===== config.mk =====
export PLATFORM = sky130hd
export DESIGN_NAME = ddc_top
export DESIGN_NICKNAME = d
export VERILOG_FILES = /design/src/design/ddc_pkg.sv /design/src/design/ddc_top.sv
export SDC_FILE = /design/constraint.sdc
export NUM_CORES = 1
export LEC_CHECK = 0
export BUFFER_PORTS_ARGS = -buffer_cell sky130_fd_sc_hd__clkbuf_2
export CAP_MARGIN = 0
export CELL_PAD_IN_SITES_DETAIL_PLACEMENT = 0
export CELL_PAD_IN_SITES_GLOBAL_PLACEMENT = 1
export CORE_MARGIN = 2
export CORE_UTILIZATION = 35
export DETAILED_ROUTE_END_ITERATION = 8
export HOLD_SLACK_MARGIN = 0.02
export PLACE_DENSITY_LB_ADDON = 0.15
export RECOVER_POWER = 50
export SYNTH_ARGS = -nofsm -noshare
export SYNTH_HDL_FRONTEND = slang
export SYNTH_SLANG_ARGS = --single-unit

===== constraint.sdc =====
create_clock -name MCLK_IN -period 6.8 [get_ports MCLK_IN]
set_input_delay 0.34 -clock MCLK_IN [delete_from_list [all_inputs] [get_ports MCLK_IN]]
set_output_delay 0.34 -clock MCLK_IN [all_outputs]
set_load 0.05 [all_outputs]

===== src/design/ddc_pkg.sv =====
/*
 * Shared constants and types for the dual-port converter clock and interleave control.
 * Assumes a single 250 MHz system clock and a 32-bit classic Wishbone register bus.
 */
package ddc_pkg;

	// ==========================================================
	// Widths
	localparam int SAMPLE_W   = 10;              // Converter sample width
	localparam int FIFO_DEPTH = 8;               // Sample pair buffer depth
	localparam int WB_ADR_W   = 8;               // Byte address width

	// ==========================================================
	// Register offsets (byte addresses)
	localparam logic [7:0] CTRL_OFS   = 8'h00;   // Clock mode and select bits
	localparam logic [7:0] STATUS_OFS = 8'h04;   // Lock, sync clock, fifo state

	// ==========================================================
	// Field positions
	localparam int CTRL_LOOP_EN_BIT   = 0;       // Internal multiplier enable
	localparam int CTRL_SEL_LOW_BIT   = 1;       // ratio_select_low
	localparam int CTRL_SEL_HIGH_BIT  = 2;       // ratio_select_high
	localparam int STAT_LOCK_BIT      = 0;       // Loop locked
	localparam int STAT_IND_BIT       = 1;       // Lock indicator pin level
	localparam int STAT_UNDERRUN_BIT  = 2;       // Sticky underrun, write 1 to clear
	localparam int STAT_FIFO_LVL_LSB  = 4;       // Fifo fill level, 4 bits

	// ==========================================================
	// Reset values
	localparam logic [2:0] CTRL_RESET = 3'h0;    // External clock, interleaved

	// ==========================================================
	// Select encoding with the multiplier off
	localparam logic [1:0] SEL_INTERLEAVED = 2'h0; // Any other value: port 1 only

	// ==========================================================
	// Timing
	localparam int CLK_MHZ      = 250;           // System clock rate
	localparam int LOCK_TIME_NS = 1000;          // Loop settling time
	localparam int LOCK_CYCLES  = (LOCK_TIME_NS * CLK_MHZ + 999) / 1000;
	localparam int LOCK_CNT_W   = 9;             // Holds LOCK_CYCLES

	// ==========================================================
	// Types
	typedef struct packed {
		logic [SAMPLE_W-1:0] port2;                // Second input port sample
		logic [SAMPLE_W-1:0] port1;                // First input port sample
	} ddc_pair_t;

	typedef struct packed {
		logic [1:0] sel;                           // {ratio_select_high, ratio_select_low}
		logic       loop_en;                       // Internal multiplier enable
	} ddc_ctrl_t;

	typedef enum logic [0:0] {
		PH_FIRST  = 1'b0,                          // First half of a port period
		PH_SECOND = 1'b1                           // Second half of a port period
	} ddc_phase_t;

endpackage


===== src/design/ddc_top.sv =====
/*
 * Clock mode and port interleave control of a dual-port converter, plus its pair fifo.
 * Assumes the data source is logic on MCLK_IN and the core updates once per MCLK_IN cycle.
 */
// The Wishbone interface to the registers and the placing of the registers were left to the implementer.
// Overview of operation
// - Interleave both ports, core at double port rate
// - Multiplier on: device makes its own update timing
// - Multiplier on: indicator shows loop lock
// - Multiplier on: select bits set divider ratio; here a change of them only restarts lock settling
// - Multiplier off: full-rate clock divided by two
// - Multiplier off: indicator carries port-rate clock
// - Multiplier off: select bits choose interleave mode
`timescale 1ns/1ns

// ==========================================================
// Synchronous fifo with valid and ready on both sides
module ddc_fifo #(
	parameter int W = 20,                          // Word width
	parameter int D = 8                            // Depth in words
) (
	input  wire logic           clk_in,            // System clock
	input  wire logic           rst_in,            // Asynchronous reset, high
	input  wire logic           in_valid_in,       // Write request
	output logic                in_ready_out,      // Not full
	input  wire logic [W-1:0]   in_data_in,        // Write data
	output logic                out_valid_out,     // Not empty
	input  wire logic           out_ready_in,      // Read request
	output logic [W-1:0]        out_data_out,      // Head word
	output logic [$clog2(D):0]  level_out          // Words held
);
	localparam int AW = $clog2(D);
	logic [W-1:0] mem_q [D];                       // Storage array
	logic [AW-1:0] wr_q, wr_d;                     // Write pointer
	logic [AW-1:0] rd_q, rd_d;                     // Read pointer
	logic [AW:0]   cnt_q, cnt_d;                   // Fill count
	logic          push, pop;                      // Accepted transfers

	assign in_ready_out  = (cnt_q != AW'(0) + (AW+1)'(D)) ? 1'b1 : 1'b0;
	assign out_valid_out = (cnt_q != '0);
	assign out_data_out  = mem_q[rd_q];
	assign level_out     = cnt_q;
	assign push          = in_valid_in && in_ready_out;
	assign pop           = out_valid_out && out_ready_in;

	// Pointer and count next values
	always_comb begin
		wr_d  = push ? wr_q + AW'(1) : wr_q;
		rd_d  = pop ? rd_q + AW'(1) : rd_q;
		cnt_d = cnt_q + (AW+1)'(push) - (AW+1)'(pop);
	end

	// Pointer and count registers
	always_ff @(posedge clk_in or posedge rst_in) begin
		if (rst_in) begin
			wr_q  <= '0;
			rd_q  <= '0;
			cnt_q <= '0;
		end else begin
			wr_q  <= wr_d;
			rd_q  <= rd_d;
			cnt_q <= cnt_d;
		end
	end

	// Storage writes, no reset needed
	always_ff @(posedge clk_in) begin
		if (push) begin
			mem_q[wr_q] <= in_data_in;
		end
	end
endmodule

// ==========================================================
// Top: register slave, clock mode control and port interleaver
module ddc_top
	import ddc_pkg::*;
(
	input  wire logic                 MCLK_IN,                 // 250 MHz update clock
	input  wire logic                 RST_IN,                  // Asynchronous reset, high
	input  wire logic                 WB_CYC_IN,               // Wishbone cycle
	input  wire logic                 WB_STB_IN,               // Wishbone strobe
	input  wire logic                 WB_WE_IN,                // Wishbone write
	input  wire logic [WB_ADR_W-1:0]  WB_ADR_IN,               // Wishbone byte address
	input  wire logic [3:0]           WB_SEL_IN,               // Wishbone byte enables
	input  wire logic [31:0]          WB_DAT_IN,               // Wishbone write data
	output logic      [31:0]          WB_DAT_OUT,              // Wishbone read data
	output logic                      WB_ACK_OUT,              // Wishbone acknowledge
	input  wire logic                 SRC_VALID_IN,            // Source pair valid
	input  wire ddc_pair_t            SRC_DATA_IN,             // Source port 1 and 2 samples
	output logic                      SRC_READY_OUT,           // Fifo can take a pair
	output logic      [SAMPLE_W-1:0]  CORE_DATA_OUT,           // Sample to converter core
	output logic                      CORE_UPDATE_OUT,         // Core latches CORE_DATA_OUT
	output logic                      LOOP_LOCK_INDICATOR_OUT  // Lock or 1x sync clock
);
	// ==========================================================
	// Declarations
	ddc_ctrl_t            ctrl_q, ctrl_d;            // Control register
	logic                 ack_q, ack_d;              // Bus acknowledge
	logic [31:0]          rdat_q, rdat_d;            // Bus read data
	logic [LOCK_CNT_W-1:0] lock_cnt_q, lock_cnt_d;   // Settling counter
	logic                 lock_q, lock_d;            // Loop locked
	ddc_phase_t           phase_q, phase_d;          // Half of port period
	ddc_pair_t            pair_q, pair_d;            // Pair being played
	logic [SAMPLE_W-1:0]  core_q, core_d;            // Core sample register
	logic                 upd_q, upd_d;              // Core update strobe
	logic                 sync_q, sync_d;            // Port-rate sync clock
	logic                 ind_q, ind_d;              // Indicator pin register
	logic                 under_q, under_d;          // Sticky underrun
	logic                 bus_req;                   // New bus request
	logic                 wr_ctrl, wr_stat;          // Register write strobes
	logic                 running;                   // Core may update
	logic                 interleave;                // Both ports played
	logic                 pop;                       // Take a pair from fifo
	logic                 f_valid;                   // Fifo holds a pair
	ddc_pair_t            f_data;                    // Fifo head pair
	logic [3:0]           f_level;                   // Fifo fill level

	// Decode a byte address to a mapped register
	function automatic logic hit(input logic [WB_ADR_W-1:0] a, input logic [7:0] ofs);
		hit = (a == ofs);
	endfunction

	// ==========================================================
	// Pair fifo in the data path
	ddc_fifo #(
		.W (2 * SAMPLE_W),
		.D (FIFO_DEPTH)
	) u_fifo (
		.clk_in        (MCLK_IN),
		.rst_in        (RST_IN),
		.in_valid_in   (SRC_VALID_IN),
		.in_ready_out  (SRC_READY_OUT),
		.in_data_in    (SRC_DATA_IN),
		.out_valid_out (f_valid),
		.out_ready_in  (pop),
		.out_data_out  (f_data),
		.level_out     (f_level)
	);

	// ==========================================================
	// Wishbone slave: one wait state, unmapped reads return zero
	assign bus_req = WB_CYC_IN && WB_STB_IN && !ack_q;
	assign wr_ctrl = bus_req && WB_WE_IN && WB_SEL_IN[0] && hit(WB_ADR_IN, CTRL_OFS);
	assign wr_stat = bus_req && WB_WE_IN && WB_SEL_IN[0] && hit(WB_ADR_IN, STATUS_OFS);

	// Bus next values
	always_comb begin
		ack_d  = bus_req;
		rdat_d = rdat_q;
		ctrl_d = ctrl_q;
		if (wr_ctrl) begin
			ctrl_d.loop_en = WB_DAT_IN[CTRL_LOOP_EN_BIT];
			ctrl_d.sel     = {WB_DAT_IN[CTRL_SEL_HIGH_BIT], WB_DAT_IN[CTRL_SEL_LOW_BIT]};
		end
		if (bus_req && !WB_WE_IN) begin
			rdat_d = '0;
			if (hit(WB_ADR_IN, CTRL_OFS)) begin
				rdat_d[CTRL_SEL_HIGH_BIT:CTRL_LOOP_EN_BIT] = ctrl_q;
			end else if (hit(WB_ADR_IN, STATUS_OFS)) begin
				rdat_d[STAT_LOCK_BIT]     = lock_q;
				rdat_d[STAT_IND_BIT]      = ind_q;
				rdat_d[STAT_UNDERRUN_BIT] = under_q;
				rdat_d[STAT_FIFO_LVL_LSB +: 4] = f_level;
			end
		end
	end

	// Bus registers
	always_ff @(posedge MCLK_IN or posedge RST_IN) begin
		if (RST_IN) begin
			ack_q  <= 1'b0;
			rdat_q <= 32'h0;
			ctrl_q <= CTRL_RESET;
		end else begin
			ack_q  <= ack_d;
			rdat_q <= rdat_d;
			ctrl_q <= ctrl_d;
		end
	end

	assign WB_ACK_OUT = ack_q;
	assign WB_DAT_OUT = rdat_q;

	// ==========================================================
	// Loop lock model: any change of mode or ratio restarts settling
	always_comb begin
		lock_cnt_d = lock_cnt_q;
		lock_d     = lock_q;
		if (!ctrl_q.loop_en || (wr_ctrl && ctrl_d != ctrl_q)) begin
			lock_cnt_d = '0;
			lock_d     = 1'b0;
		end else if (!lock_q) begin
			if (lock_cnt_q == LOCK_CNT_W'(LOCK_CYCLES - 1)) begin
				lock_d = 1'b1;
			end else begin
				lock_cnt_d = lock_cnt_q + LOCK_CNT_W'(1);
			end
		end
	end

	// Lock registers
	always_ff @(posedge MCLK_IN or posedge RST_IN) begin
		if (RST_IN) begin
			lock_cnt_q <= '0;
			lock_q     <= 1'b0;
		end else begin
			lock_cnt_q <= lock_cnt_d;
			lock_q     <= lock_d;
		end
	end

	// ==========================================================
	// Interleaver: update every cycle, take a pair every second cycle
	assign running    = ctrl_q.loop_en ? lock_q : 1'b1;
	assign interleave = ctrl_q.loop_en || (ctrl_q.sel == SEL_INTERLEAVED);
	assign pop        = running && (phase_q == PH_FIRST) && f_valid;

	// Datapath next values
	always_comb begin
		phase_d = phase_q;
		pair_d  = pair_q;
		core_d  = core_q;
		upd_d   = 1'b0;
		sync_d  = sync_q;
		under_d = under_q;
		if (wr_stat && WB_DAT_IN[STAT_UNDERRUN_BIT]) begin
			under_d = 1'b0;                          // Clear loses to a new underrun
		end
		if (!running) begin
			phase_d = PH_FIRST;
		end else if (phase_q == PH_FIRST) begin
			if (f_valid) begin
				pair_d = f_data;
				core_d = f_data.port1;
			end else begin
				core_d  = pair_q.port1;                // Underrun repeats last pair
				under_d = 1'b1;
			end
			upd_d   = 1'b1;
			phase_d = PH_SECOND;
			sync_d  = 1'b1;
		end else begin
			core_d  = interleave ? pair_q.port2 : pair_q.port1;
			upd_d   = 1'b1;
			phase_d = PH_FIRST;
			sync_d  = 1'b0;
		end
		ind_d = ctrl_q.loop_en ? lock_q : sync_d;
	end

	// Datapath registers
	always_ff @(posedge MCLK_IN or posedge RST_IN) begin
		if (RST_IN) begin
			phase_q <= PH_FIRST;
			pair_q  <= '0;
			core_q  <= '0;
			upd_q   <= 1'b0;
			sync_q  <= 1'b0;
			ind_q   <= 1'b0;
			under_q <= 1'b0;
		end else begin
			phase_q <= phase_d;
			pair_q  <= pair_d;
			core_q  <= core_d;
			upd_q   <= upd_d;
			sync_q  <= sync_d;
			ind_q   <= ind_d;
			under_q <= under_d;
		end
	end

	assign CORE_DATA_OUT           = core_q;
	assign CORE_UPDATE_OUT         = upd_q;
	assign LOOP_LOCK_INDICATOR_OUT = ind_q;

	// ==========================================================
	// Checks
	a_interleave_order: assert property (@(posedge MCLK_IN) disable iff (RST_IN)
		pop |=> CORE_DATA_OUT == $past(f_data.port1))
		else $error("first port sample not played first");

	a_second_port: assert property (@(posedge MCLK_IN) disable iff (RST_IN)
		(running && phase_q == PH_SECOND && interleave) |=> CORE_DATA_OUT == $past(pair_q.port2))
		else $error("second port sample not played");

	a_double_rate: assert property (@(posedge MCLK_IN) disable iff (RST_IN)
		(running && phase_q == PH_FIRST) |=> phase_q == PH_SECOND ##1 phase_q == PH_FIRST)
		else $error("port period is not two updates");

	a_update_rate: assert property (@(posedge MCLK_IN) disable iff (RST_IN)
		(running && $past(running) && !$past(RST_IN)) |-> CORE_UPDATE_OUT)
		else $error("core update missed while running");

	a_lock_time: assert property (@(posedge MCLK_IN) disable iff (RST_IN)
		$rose(lock_q) |-> lock_cnt_q == LOCK_CNT_W'(LOCK_CYCLES - 1) && ctrl_q.loop_en)
		else $error("lock raised at wrong time");

	a_ratio_relock: assert property (@(posedge MCLK_IN) disable iff (RST_IN)
		(wr_ctrl && ctrl_d != ctrl_q) |=> !lock_q && lock_cnt_q == '0)
		else $error("ratio change did not restart lock");

	a_sync_clock: assert property (@(posedge MCLK_IN) disable iff (RST_IN)
		(!ctrl_q.loop_en && $past(!ctrl_q.loop_en) && $past(!ctrl_q.loop_en, 2) && !$past(RST_IN))
		|-> LOOP_LOCK_INDICATOR_OUT != $past(LOOP_LOCK_INDICATOR_OUT))
		else $error("sync clock not at port rate");

	a_non_interleave: assert property (@(posedge MCLK_IN) disable iff (RST_IN)
		(running && phase_q == PH_SECOND && !interleave) |=> CORE_DATA_OUT == $past(pair_q.port1))
		else $error("second port played in single port mode");
endmodule


---- Yosys cells after proc, flatten, opt, wreduce, memory -nomap -nowiden ----
Memories as Yosys holds them, arrays and structs flattened.
Cells that the tools add are included.
cells by class
  order comparisons ....................... 0
  bitwise gates (word level) .............. 1
  reduce and logical (&&, ||, !) cells .... 23
  shift operators ......................... 0
  div/mod/pow operators ................... 0
  $mul .................................... 0
  equality and inequality tests ........... 6
  $add $sub $neg .......................... 5
  mux-type cells .......................... 27
operators by type and width
  kind                                            count
  two-way mux 10 bit                              3
  two-way mux 9 bit                               3
  two-way mux 1 bit                               16
  logical AND 1 bit                               13
  adder 9 x 1 -> 9 bit (second input constant)    1
  == test 9 x 8 -> 1 bit (second input constant)  1
  two-way mux 3 bit                               3
  == test 8 x 3 -> 1 bit (second input constant)  1
  zero test 8 bit                                 1
  two-way mux 4 bit                               2
  adder 3 x 1 -> 3 bit (second input constant)    2
  adder 4 x 1 -> 4 bit                            1
  != test 4 bit (second input constant)           1
  nonzero test 4 bit                              1
  subtractor 4 x 1 -> 4 bit                       1
  zero test 1 bit                                 3
  != test 3 bit                                   1
  AND reduction 3 bit                             1
  zero test 2 bit                                 1
  logical OR 1 bit                                2
  != test 2 x 1 -> 1 bit (second input constant)  1
  != test 2 bit (second input constant)           1
  AND reduction 2 bit                             1
  NOT 1 bit                                       1
storage, ports and cells
  RAM bits ................................ 160
  bits in latches ......................... 0
  register bits ........................... 66
  input port bits ......................... 70
  memory bits (read-only) ................. 0
  word-level logic and storage cells ...... 80
  memories kept ........................... 1
  output and inout port bits .............. 46
memory list
  name          words  bits a word  rd ports  clocked after memory_dff  wr ports  RTL line       source
  u_fifo.mem_q  8      20           1         0                         1         ddc_top.sv:33  logic [W-1:0] mem_q [D];

---- Logic depth before layout (Yosys ltp) ----
Gate-level depths: netlist (run 1).
  word-level depth ........................ 11
  depth in mapped cells ................... 13
  depth with buffers taken out ............ 11

---- Modules after synthesis ----
Synthesis (run 1) repeated with hierarchy kept, for this count alone.
unflattened totals
  cell total of the unflattened synthesis .. 520
  area, all modules ....................... 9589.2 um2
modules (own cells, without submodules)
  module    area an instance (um2)  times used  cells an instance
  ddc_fifo  6747.7                  1           288
  ddc_top   2841.5                  1           232

---- Worst setup path after synthesis (run 1) ----
Ideal clock, no wire load.
  kind .................................... register to register
  start point ............................. register u_fifo.cnt_q[2] (netlist: u_fifo.level_out[2])
  end point ............................... memory u_fifo.mem_q[0][0], enable pin
  arrival ................................. 2723 ps
  buffers on the path ..................... 0
  required time ........................... 6378 ps
  cell stages (with the launch flop) ...... 8
  path slack .............................. 3655 ps
  cell sequence ........................... dfrtp_1 -> inv_1 -> ha_1 -> or3b_2 -> nand2_1 -> inv_1 -> nand2b_1 -> nor3_1
between the ends
  word-level cells in the longest chain between the ends .. 5
RTL lines
  element                                  RTL line       source
  from (decl)                              ddc_top.sv:36  logic [AW:0] cnt_q, cnt_d;
  from (signal assigned)                   ddc_top.sv:62  cnt_q <= cnt_d;
  != test 4 bit                            ddc_top.sv:39  assign in_ready_out = (cnt_q != AW'(0) + (AW+1)'(D)) ? 1'b1 : 1'b0;
  two-way mux 1 bit                        ddc_top.sv:39
  named net SRC_READY_OUT                  ddc_top.sv:91  output logic SRC_READY_OUT,
  logical AND 1 bit                        ddc_top.sv:43  assign push = in_valid_in && in_ready_out;
  named net u_fifo.push                    ddc_top.sv:37  logic push, pop;
  two-way mux 1 bit                        ddc_top.sv:68  if (push) begin
  two-way mux 1 bit (implied by the code)  ddc_top.sv:69  mem_q[wr_q] <= in_data_in;
  to (decl)                                ddc_top.sv:33
The timed path passes the listed nets, and every way through them passes these cells.

---- Worst setup path after layout (run 1) ----
  start point ............................. register ctrl_q[0] in the netlist's numbering
  end point ............................... register u_fifo.cnt_q[2] (netlist: u_fifo.level_out[2])
between the ends
  word-level cells in the longest chain between the ends .. 5
RTL lines
  element                         RTL line        source
  from (decl)                     ddc_top.sv:98   ddc_ctrl_t ctrl_q, ctrl_d;
  from (signal assigned)          ddc_top.sv:178  ctrl_q <= ctrl_d;
  two-way mux 1 bit               ddc_top.sv:215  assign running = ctrl_q.loop_en ? lock_q : 1'b1;
  logical AND 1 bit (2 in a row)  ddc_top.sv:217  assign pop = running && (phase_q == PH_FIRST) && f_valid;
  logical AND 1 bit               ddc_top.sv:44   assign pop = out_valid_out && out_ready_in;
  subtractor 4 x 1 -> 4 bit       ddc_top.sv:50   cnt_d = cnt_q + (AW+1)'(push) - (AW+1)'(pop);
  named net u_fifo.cnt_d[2]       ddc_top.sv:36
The timed path passes the listed nets, and every way through them passes these cells.
A chain may end at the register's enable or synchronous reset.

==> results of run 1 <==
critical path: cells and delay by family, from the launching register on:
family                     cells  cell delay, ps
and+or+nand+nor                2            1140
adders and majority gates      3             870
buffers and inverters          4             720
DFF                            1             470
xor gates and xnor gates       1             190
state kept, by name, summed over array words and instances, names as in the netlist:
signal / flops
lock_q: 1
phase_q: 1
LOOP_LOCK_INDICATOR_OUT: 1
CORE_UPDATE_OUT: 1
ctrl_q: 3
u_fifo.mem_q: 160
CORE_DATA_OUT: 10
pair_q: 20
under_q: 1
u_fifo.level_out: 4
u_fifo.rd_q: 3
u_fifo.wr_q: 3
WB_DAT_OUT: 7
lock_cnt_q: 9
WB_ACK_OUT: 1
Yosys cell counts, types with 2 or more instances:
cell / n / area, µm²
edfxtp_1: 160 / 4805
dfrtp_1: 65 / 1627
nand2_1: 61 / 229.0
mux2i_1: 50 / 500.5
buf_4: 28 / 210.2
a22oi_1: 27 / 202.7
mux4_2: 22 / 495.5
nor2_1: 19 / 71.32
inv_1: 13 / 48.80
nand3_1: 13 / 65.06
ha_1: 10 / 125.1
o21ai_1: 10 / 50.05
xnor2_1: 10 / 87.58
buf_2: 8 / 40.04
buf_6: 8 / 90.09
nand3_2: 8 / 80.08
nor3_1: 6 / 30.03
o21ai_0: 6 / 30.03
nand2b_1: 5 / 31.28
a22o_1: 4 / 35.03
xor2_1: 4 / 35.03
clkbuf_1: 3 / 11.26
mux2_2: 3 / 33.78
a21oi_1: 2 / 10.01
and2_1: 2 / 12.51
and3_1: 2 / 12.51
and3b_1: 2 / 17.52
nand3b_1: 2 / 15.01
nand4_1: 2 / 12.51
nor2b_1: 2 / 12.51
or3_1: 2 / 12.51
metal layers:
metal	vias up	track usage [%]	wire length, µm
met5	-	0	0
met1	2459	18.17	8604
met3	27	2.305	636
li1	2268	-	-
met4	0	3.448	344
met2	112	24.60	9594
layout by cell type, fill, tap and decap left out, types with 10 or more instances in the layout:
| master | count |
|---|---|
| xnor2_1 | 10 |
| edfxtp_1 | 160 |
| ha_1 | 10 |
| clkbuf_1 | 28 |
| nand2_1 | 61 |
| clkbuf_16 | 26 |
| mux4_2 | 22 |
| nand3_1 | 13 |
| inv_1 | 12 |
| conb_1 | 25 |
| mux2i_1 | 50 |
| nor2_1 | 13 |
| dfrtp_1 | 64 |
| a22oi_1 | 27 |
| clkbuf_2 | 38 |
cells by family after synthesis:
| family | count (synthesis) |
|---|---|
| fa+ha+maj | 11 |
| xor+xnor | 14 |
| other cells | 1 |
| buf+inv | 63 |
| flops | 225 |
| mux | 75 |
| simple gates | 135 |
| compound gates | 58 |
metrics by stage:
stage | total power, µW | cells
after floorplan | 2805 | 606
after global placement | 3100 | 957
after detailed placement | 3135 | 957
after CTS | 4413 | 1004
after global routing | 4576 | 1004
final | 4338 | 1004
final timing paths:
kind,to,slack [ps],cells past startpoint
worst max-delay path,u_fifo.level_out[2],3320,10
worst min-delay path,ctrl_q[0],70,2
worst max register to register,u_fifo.level_out[2],3320,10
worst min register to register,pair_q[8],480,2
max in group asynchronous,u_fifo.rd_q[2],3360,3
min in group asynchronous,u_fifo.wr_q[2],1170,3
cell type report:
class / count / area [µm²]
Clock buffer: 35 / 704.4
Clock inverter: 12 / 83.83
Fill cell: 2431 / 15500
Inverter: 14 / 57.56
Multi-Input combinational cell: 318 / 2551
Sequential cell: 225 / 6432
Tap cell: 335 / 419.2
Timing Repair Buffer: 65 / 314.1
report_power, final:
part / switching (µW) / internal [µW]
clock: 540 / 728
sequential: 155 / 1750
combinational: 731 / 435
total: 1430 / 2910
==> run_results.csv, run 1 <==
group,metric,value,unit
synthesis,synthXorXnorAreaFrac,1.322,%
route,drtIter0Drc,328,
cts,cts_tree,"yes",
synthesis,synth-simple-area-share,7.444,%
route,vias_per_cell,4.847,
job,cap_violations,1,
floorplanning,die_h,166.8,µm
setup_path,crit_slowest_cell,"nor2b_1",
floorplanning,ioPinCount,116,
sta,fin_crit_sh,51.21,%
synthesis,synth_edf_count,160,
setup_path,criticalPathCategory,"reg2reg",
setup_path,critPathCaptureType,"flip-flop",
cts,root_buffer,"clkbuf_16",
floorplanning,die_x,166.8,µm
route,wirelength,19180,µm
final_layout,area_delta_synth_final,13.85,%
cts,cts_resized,0,
floorplanning,start_util,35.60,%
global_route,grt_overflow,0,
route,vias,4866,
synthesis,yosysWarningCount,0,
sta,hold_ws,73.90,ps
global_route,grt_pass1_wl,30040,µm
placement,placed_area,9811,µm²
synthesis,syn_inst,582,
global_route,antenna_found_initial,0,
worst_hold_path,min_from,"WB_DAT_IN[0]",
synthesis,seq_area_frac_synth,69.32,%
cts,numCtsBuffers,26,
route,postRouteAntennaNets,0,
setup_path,worst_path_largest_cell_delay,920,ps
setup_path,reg2reg_from,"ctrl_q[0]",
cts,cts_buffer_depth,3,
synthesis,synth_top_family_by_area,"multiplexers",
synthesis,ys_seq_elements,225,
final_layout,fin_util,40.53,%
setup_path,crit_chain,"nor2b_1, or3_1, buf_4, clkinv_4, ha_1, inv_1, ha_1, inv_1, fa_1, xnor2_1",
power_and_ir_drop,p_per_area,410.7,nW/µm²
route,avgRoutedWirePerCell,19.10,µm
setup_path,start_kind,"flip-flop",
global_route,grt_pass1_vias,5217,
sta,min_period,3482,ps
cts,clk_latency,530,ps
route,dr.pass1.iters,4,
placement,hpwl,11520,µm
route,drcViolationCount,0,
setup_path,cp-startpoint,"ctrl_q[0]",
placement,dp_slack,3697,ps
sta,tightest_slew,3565,ps
synthesis,ys.flop_type,"edfxtp_1",
setup_path,worstPathMaxFanout,34,
sta,fin_skew,19.44,ps
worst_hold_path,hold_class,"in2reg",
floorplanning,core_area,26060,µm²
cts,clkSinkCount,225,
synthesis,synthArstFlopShare,28.89,%
sta,finalSetupViolations,0,
cts,htreeDepth,1,
setup_path,timing.critical_path.required,7230,ps
placement,routabilityCongestion,0.7411,
floorplanning,die_area,27830,µm²
synthesis,ys_types,54,
sta,rsz0062_at_grt,"false",
power_and_ir_drop,p_leak,0.003959,µW
global_route,grt_use_total,14.01,%
final_layout,n_antenna_cell,0,
cts,path_clk_slew,50,ps
power_and_ir_drop,ir_worst_vdd,0.2018,mV
sta,setup_ws,3318,ps
outcome,status,"finished with violations",
sta,slew_headroom,-137.7,%
sta,hold_violations,0,
setup_path,arrival,3910,ps
final_layout,drive_above_1_share,19.13,%
synthesis,syn-cell-area,9278,µm²
floorplanning,rows,59,
global_route,grt_max_degree,66,
cts,post-cts-setup-buffers,0,
final_layout,fin_nets,731,
sta,fin_setup_tns,0,ps
synthesis,synth_compound_gate_area_share,4.545,%
cts,postCtsHoldBufs,0,
outcome,violations,"capacitance limit, slew limit",
placement,io_buffers,58,
synthesis,syn_avg_cell_area,15.94,µm²
sta,fmax,287.2,MHz
synthesis,synthMuxAreaShare,11.10,%
synthesis,synth-adder-area-share,1.564,%
sta,slew_viol_final,66,
final_layout,finish.instance_area,10560,µm²
(Power assumes the default switching activity.)
==> inputs of run 2 (changes only) <==
--- a/config.mk
+++ b/config.mk
@@ -5,6 +5,7 @@
 export SDC_FILE = /design/constraint.sdc
 export NUM_CORES = 1
 export LEC_CHECK = 0
+export ABC_AREA = 1
 export BUFFER_PORTS_ARGS = -buffer_cell sky130_fd_sc_hd__clkbuf_2
 export CAP_MARGIN = 0
 export CELL_PAD_IN_SITES_DETAIL_PLACEMENT = 0
==> constraint.sdc (replaced) <==
create_clock -name MCLK_IN -period 3.6 [get_ports MCLK_IN]
set_input_delay 0.18 -clock MCLK_IN [delete_from_list [all_inputs] [get_ports MCLK_IN]]
set_output_delay 0.18 -clock MCLK_IN [all_outputs]
set_load 0.05 [all_outputs]
==> run 2 against run 1 <==
Effect of this change:
- via count increased by 31%
- sequential power increased by 93%
- worst setup slack got worse by 2200 ps
- largest cell class unchanged
- routed wire length increased by 21%
- total power increased by 130%
- sequential cell count unchanged
- global-route usage increased by 2.2 points
- sequential share of layout area decreased by 4.9 points
- critical endpoint is now u_fifo.level_out[1]
- the flow still finishes with violations (capacitance limit, slew limit)
==> run_results.csv, run 2 <==
group,metric,value,unit
final_layout,seqCellArea,6432,µm²
cts,path_clk_slew,60,ps
final_layout,final_cell_mix,"nand2_1 (161), edfxtp_1 (160), nor2_1 (104)",
final_layout,area_delta_synth_final,17.65,%
final_layout,final_common_cell,"nand2_1",
power_and_ir_drop,ir_worst_vdd,0.4518,mV
setup_path,r2r_slack,1140,ps
sta,fin_crit_sh,68.44,%
setup_path,r2r_end,"u_fifo.level_out[1]",
route,drtIter0Drc,344,
setup_path,reg2reg_from,"lock_q",
power_and_ir_drop,swShare,38.06,%
final_layout,nFillCells,2690,
final_layout,final_cells,1374,
cts,clkSinkCount,225,
route,dr.pass1.iters,4,
cts,cts_buffer_depth,3,
synthesis,ys_types,38,
floorplanning,die_h,171.0,µm
final_layout,multi_input_area,2741,µm²
route,vias,6371,
setup_path,criticalPathCategory,"reg2reg",
cts,post-cts-setup-buffers,0,
floorplanning,core_area,27630,µm²
synthesis,syn_inst,890,
cts,clk_latency,540,ps
floorplanning,ioPinCount,116,
placement,dp_slack,1280,ps
global_route,grt_pass1_vias,6107,
sta,setup_ws,1136,ps
setup_path,worstPathMaxFanout,16,
setup_path,start_kind,"flip-flop",
sta,rsz0062_at_grt,"false",
sta,min_period,2464,ps
worst_hold_path,whs_endpoint,"WB_DAT_OUT[0]",
sta,slew_headroom,-8.341,%
cts,root_buffer,"clkbuf_16",
floorplanning,start_util,35.34,%
power_and_ir_drop,p_leak,0.004531,µW
floorplanning,die_area,29250,µm²
sta,finalSetupViolations,0,
placement,routabilityCongestion,0.7371,
sta,fin_skew,17.63,ps
global_route,grt_max_degree,83,
global_route,grt_overflow,0,
setup_path,timing.critical_path.required,4020,ps
global_route,antenna_found_initial,0,
placement,dp_cells,1299,
global_route,grt_use_total,16.23,%
setup_path,arrival,2880,ps
synthesis,ys.flop_type,"edfxtp_1",
synthesis,ys_seq_elements,225,
power_and_ir_drop,clkPwrFrac,28.3,%
placement,io_buffers,58,
synthesis,syn-cell-area,9764,µm²
floorplanning,rows,61,
setup_path,critPathCaptureType,"flip-flop",
cts,htreeDepth,1,
setup_path,rr_worst_depth,10,
final_layout,drive_above_1_share,12.85,%
sta,hold_violations,0,
synthesis,seq_area_frac_synth,65.86,%
outcome,violations,"capacitance limit, slew limit",
final_layout,largest_register_ffs,160,
final_layout,regMostFlops,"u_fifo.mem_q",
synthesis,netlist.area_leader.share,49.21,%
outcome,status,"finished with violations",
synthesis,synth.most_common_cell,"edfxtp_1",
sta,fin_setup_tns,0,ps
worst_hold_path,hold_class,"in2reg",
synthesis,ys_top_cells_by_area,"edfxtp_1 (49%), dfrtp_1 (17%), nand2_1 (6.1%)",
power_and_ir_drop,p_sw,3776,µW
route,drcViolationCount,0,
floorplanning,die_x,171.0,µm
route,avgRoutedWirePerCell,16.87,µm
sta,fmax,405.9,MHz
power_and_ir_drop,p_per_area,863.6,nW/µm²
synthesis,synth_common_cells,"edfxtp_1 (160), nand2_1 (158), nor2_1 (111)",
route,postRouteAntennaNets,0,
cts,numCtsBuffers,26,
global_route,grt_pass1_wl,35650,µm
worst_hold_path,hold_depth,5,
final_layout,n_antenna_cell,0,
sta,slew_viol_final,30,
power_and_ir_drop,pwr-share-comb,34.9,%
cts,cts_resized,0,
power_and_ir_drop,p_int,6145,µW
power_and_ir_drop,seqPwrFrac,36.9,%
route,vias_per_cell,4.637,
synthesis,yosys.area.top_type,"edfxtp_1",
final_layout,fin_nets,1057,
job,cap_violations,1,
sta,tightest_slew,1625,ps
route,wirelength,23180,µm
synthesis,synth_edf_count,160,
cts,cts_tree,"yes",
synthesis,synthArstFlopShare,28.89,%
placement,hpwl,13080,µm
synthesis,yosysWarningCount,0,
synthesis,syn_avg_cell_area,10.97,µm²
worst_hold_path,min_from,"WB_ADR_IN[2]",
==> run 2: changes by cell type in the layout (fill, tap and decap cells not counted), moves of 44 or more <==
cell	delta
o21ai_0	+65
nand2_1	+100
inv_1	+44
mux2i_1	-50
nand3_1	+61
nor2_1	+91
==> run 2: worst max path at each step <==
stage                        start                  end  slack, ps  cells past startpoint
6_report                    lock_q  u_fifo.level_out[1]       1140                     10
4_1_cts        u_fifo.level_out[2]  u_fifo.level_out[1]       1260                     11
3_3_place_gp   u_fifo.level_out[2]  u_fifo.level_out[1]       1280                     11
5_1_grt                     RST_IN       u_fifo.rd_q[0]        740                      4
2_1_floorplan  u_fifo.level_out[2]   u_fifo.mem_q[0][0]        940                      6
3_5_place_dp   u_fifo.level_out[2]  u_fifo.level_out[1]       1280                     11
==> run 2: cell families (layout without fill, tap and decap cells) <==
family                   Yosys count  after routing  synth area share, %
XOR/XNOR                           7              7               0.6279
adder cells (fa/ha/maj)           11             11                1.486
flip-flops                       225            225                65.86
other                              1             25              0.03840
AND/OR/NAND/NOR                  363            363                15.75
buffers and inverters            129            211                6.984
AO/OA/AOI/OAI                    154            154                9.252
==> run 2: timing repair <==
action / CTS / global route
hold buffers: 27 / 0
setup endpoints to repair: 0 / 0
hold endpoints to repair: 181 / 0
==> run 2: metal layers <==
layer | vias up | track usage, % | part of all wire (%)
met3 | 37 | 2.498 | 4.1
li1 | 3169 | - | -
met5 | - | 0 | 0
met4 | 0 | 4.200 | 2.3
met2 | 128 | 27.35 | 48
met1 | 3037 | 21.93 | 46
==> run 2: worst max-delay path, stage by stage, from the launching register on <==
cell	delay, ps
dfrtp_1	360
inv_1	100
nand2_1	420
nand2_1	280
nor2_4	190
ha_1	230
inv_1	60
ha_1	150
inv_1	50
fa_1	470
inv_1	40
==> run 2: area by class of cell <==
| class | count | area share [%] |
|---|---|---|
| Clock buffer | 35 | 6.219 |
| Clock inverter | 13 | 1.852 |
| Inverter | 64 | 2.113 |
| Multi-Input combinational cell | 560 | 23.86 |
| Sequential cell | 225 | 56.00 |
| Tap cell | 378 | 4.117 |
| Timing Repair Buffer | 99 | 5.838 |
==> run 2: through the flow <==
step           cell area [µm²]  util, %  total power, µW  hold slack [ps]
3_3_place_gp             10340    37.43             7201            184.0
5_1_grt                  11490    41.58            10620            93.03
6_report                 11490    41.58             9921            87.58
4_1_cts                  11540    41.77            10090            55.72
3_5_place_dp             10340    37.43             7231            182.7
2_1_floorplan             9854        -             6247            278.9
==> run 2: power groups by stage <==
stage                     clock (µW)  sequential, µW  combinational [µW]
final                           2800            3660                3460
after detailed placement           0            3710                3520
after CTS                       2880            3660                3550
after global placement             0            3700                3500
after global routing            2990            3720                3910
after floorplan                    0            3880                2370
==> inputs of run 3 (changes only) <==
==> constraint.sdc (replaced) <==
create_clock -name MCLK_IN -period 2.4 [get_ports MCLK_IN]
set_input_delay 0.12 -clock MCLK_IN [delete_from_list [all_inputs] [get_ports MCLK_IN]]
set_output_delay 0.12 -clock MCLK_IN [all_outputs]
set_load 0.05 [all_outputs]
==> run 3 against run 2 <==
Effect of this change:
- the run now ends clean
- clock skew is 2.4 ps lower
- largest power group unchanged
- sequential cell count stayed put
- first-iteration DRC count up 9.0%
- final cell count grew 0.51%
- worst setup slack worse by 820 ps
- sequential share of layout area is 0.19 points higher
- register-to-register slack got worse by 820 ps
- critical path depth unchanged
- largest cell class unchanged
- highest routed layer unchanged
- combinational power rose by 53%
- total power is 44% higher
- fmax up 18%
==> run_results.csv, run 3 (synthesized netlist as in run 2, its figures left out) <==
group,metric,value,unit
route,drcViolationCount,0,
sta,slew_viol_final,0,
sta,finalSetupViolations,0,
worst_hold_path,hold_depth,5,
worst_hold_path,hold_class,"in2reg",
route,drtIter0Drc,375,
cts,clk_latency,530,ps
floorplanning,die_area,29250,µm²
setup_path,criticalPathCategory,"reg2reg",
setup_path,arrival,2490,ps
global_route,antenna_found_initial,0,
final_layout,n_antenna_cell,0,
cts,cts_tree,"yes",
route,dr.pass1.iters,6,
floorplanning,start_util,35.34,%
placement,io_buffers,58,
route,vias,6355,
sta,fin_crit_sh,86.85,%
cts,cts_buffer_depth,3,
sta,setup_ws,315.6,ps
final_layout,finish.instance_area,11450,µm²
floorplanning,die_h,171.0,µm
setup_path,critPathCaptureType,"flip-flop",
sta,slew_headroom,34.56,%
global_route,grt_pass1_wl,35810,µm
power_and_ir_drop,ir_worst_vdd,0.7232,mV
global_route,grt_max_degree,83,
final_layout,seqCellArea,6432,µm²
final_layout,nFillCells,2755,
setup_path,timing.critical_path.required,2800,ps
sta,fin_setup_tns,0,ps
global_route,grt_use_total,16.17,%
route,vias_per_cell,4.602,
placement,placed_area,10480,µm²
final_layout,final_cell_mix,"edfxtp_1 (160), nand2_1 (159), nor2_1 (104)",
final_layout,area_delta_synth_final,17.25,%
floorplanning,ioPinCount,116,
setup_path,rr_worst_depth,10,
outcome,status,"completed",
cts,path_clk_slew,60,ps
placement,routabilityCongestion,0.7297,
global_route,grt_overflow,0,
final_layout,fin_nets,1065,
setup_path,worstPathMaxFanout,16,
floorplanning,rows,61,
placement,hpwl,13520,µm
floorplanning,die_x,171.0,µm
power_and_ir_drop,p_leak,0.004524,µW
cts,numCtsBuffers,25,
global_route,grt_pass1_vias,6080,
sta,fin_skew,15.22,ps
sta,min_period,2084,ps
sta,fmax,479.7,MHz
cts,htreeDepth,1,
job,cap_violations,0,
final_layout,regMostFlops,"u_fifo.mem_q",
route,postRouteAntennaNets,0,
route,avgRoutedWirePerCell,16.72,µm
floorplanning,core_area,27630,µm²
setup_path,start_kind,"flip-flop",
final_layout,largest_register_ffs,160,
sta,rsz0062_at_grt,"false",
power_and_ir_drop,p_per_area,1245,nW/µm²
power_and_ir_drop,finalPower,14250,µW
final_layout,multi_input_area,2756,µm²
sta,tightest_slew,980.5,ps
cts,clkSinkCount,225,
final_layout,drive_above_1_share,12.56,%
cts,root_buffer,"clkbuf_16",
placement,dp_slack,303.4,ps
sta,hold_violations,0,
final_layout,final_common_cell,"edfxtp_1",
route,wirelength,23090,µm
==> run 3: cell count changes in the layout (fill, tap and decap cells not counted), moves of 3 or more <==
cell | previous run | this run
clkinv_1 | 0 | 9
clkinvlp_4 | 3 | 0
clkinv_2 | 3 | 6
buf_12 | 3 | 8
bufinv_16 | 5 | 0
clkbuf_2 | 38 | 35
==> run 3: per-stage QoR <==
stage,hold slack [ps],instances,utilization (%)
2_1_floorplan,218.9,914,-
3_3_place_gp,201.2,1307,37.92
3_5_place_dp,205.3,1307,37.92
4_1_cts,31.96,1381,41.64
5_1_grt,93.74,1381,41.44
6_report,46.71,1381,41.44
==> run 3: critical path, cell delays in order (launching register included) <==
cell and delay, ps:
dfrtp_1 370, inv_1 140, nand2_4 150, nand2_1 210, nor2_4 70, ha_1 260
inv_1 50, ha_1 160, inv_1 50, fa_1 370, xnor2_1 130
==> run 3: cell type report <==
class                   instances  area share, %
clock inverters                16         0.7322
repair buffers                108          6.951
inverters                      64          2.120
clock buffers                  30          5.803
multi-input cells             560          24.08
well taps                     378          4.131
flip-flops and latches        225          56.19
==> run 3: where the power goes <==
| group | internal [µW] | switching (µW) | leakage [µW] |
|---|---|---|---|
| registers | 5080 | 401 | 0.00222 |
| clock network | 1970 | 1490 | 0.000373 |
| logic | 1610 | 3700 | 0.00193 |
==> run 3: metal layers <==
layer | vias to the layer above | routed length (µm) | track usage (%)
met5 | - | 0 | 0
met4 | 0 | 368 | 3.169
met3 | 27 | 715 | 2.198
li1 | 3194 | - | -
met2 | 113 | 10950 | 27.65
met1 | 3021 | 11060 | 22.13
==> run 3: final timing paths <==
path                               from                  end  slack (ps)
max in group asynchronous        RST_IN        WB_DAT_OUT[7]         680
min in group asynchronous        RST_IN        lock_cnt_q[7]         350
setup / recovery                 lock_q  u_fifo.level_out[2]         320
hold reg to reg                 under_q              under_q         480
hold / removal             WB_ADR_IN[3]        WB_DAT_OUT[2]          50
setup reg to reg                 lock_q  u_fifo.level_out[2]         320
==> run 3: repair_timing <==
action	in CTS	in global routing
buffers inserted	0	0
hold endpoints to repair	190	0
hold buffers	28	0
gates resized for setup	0	0
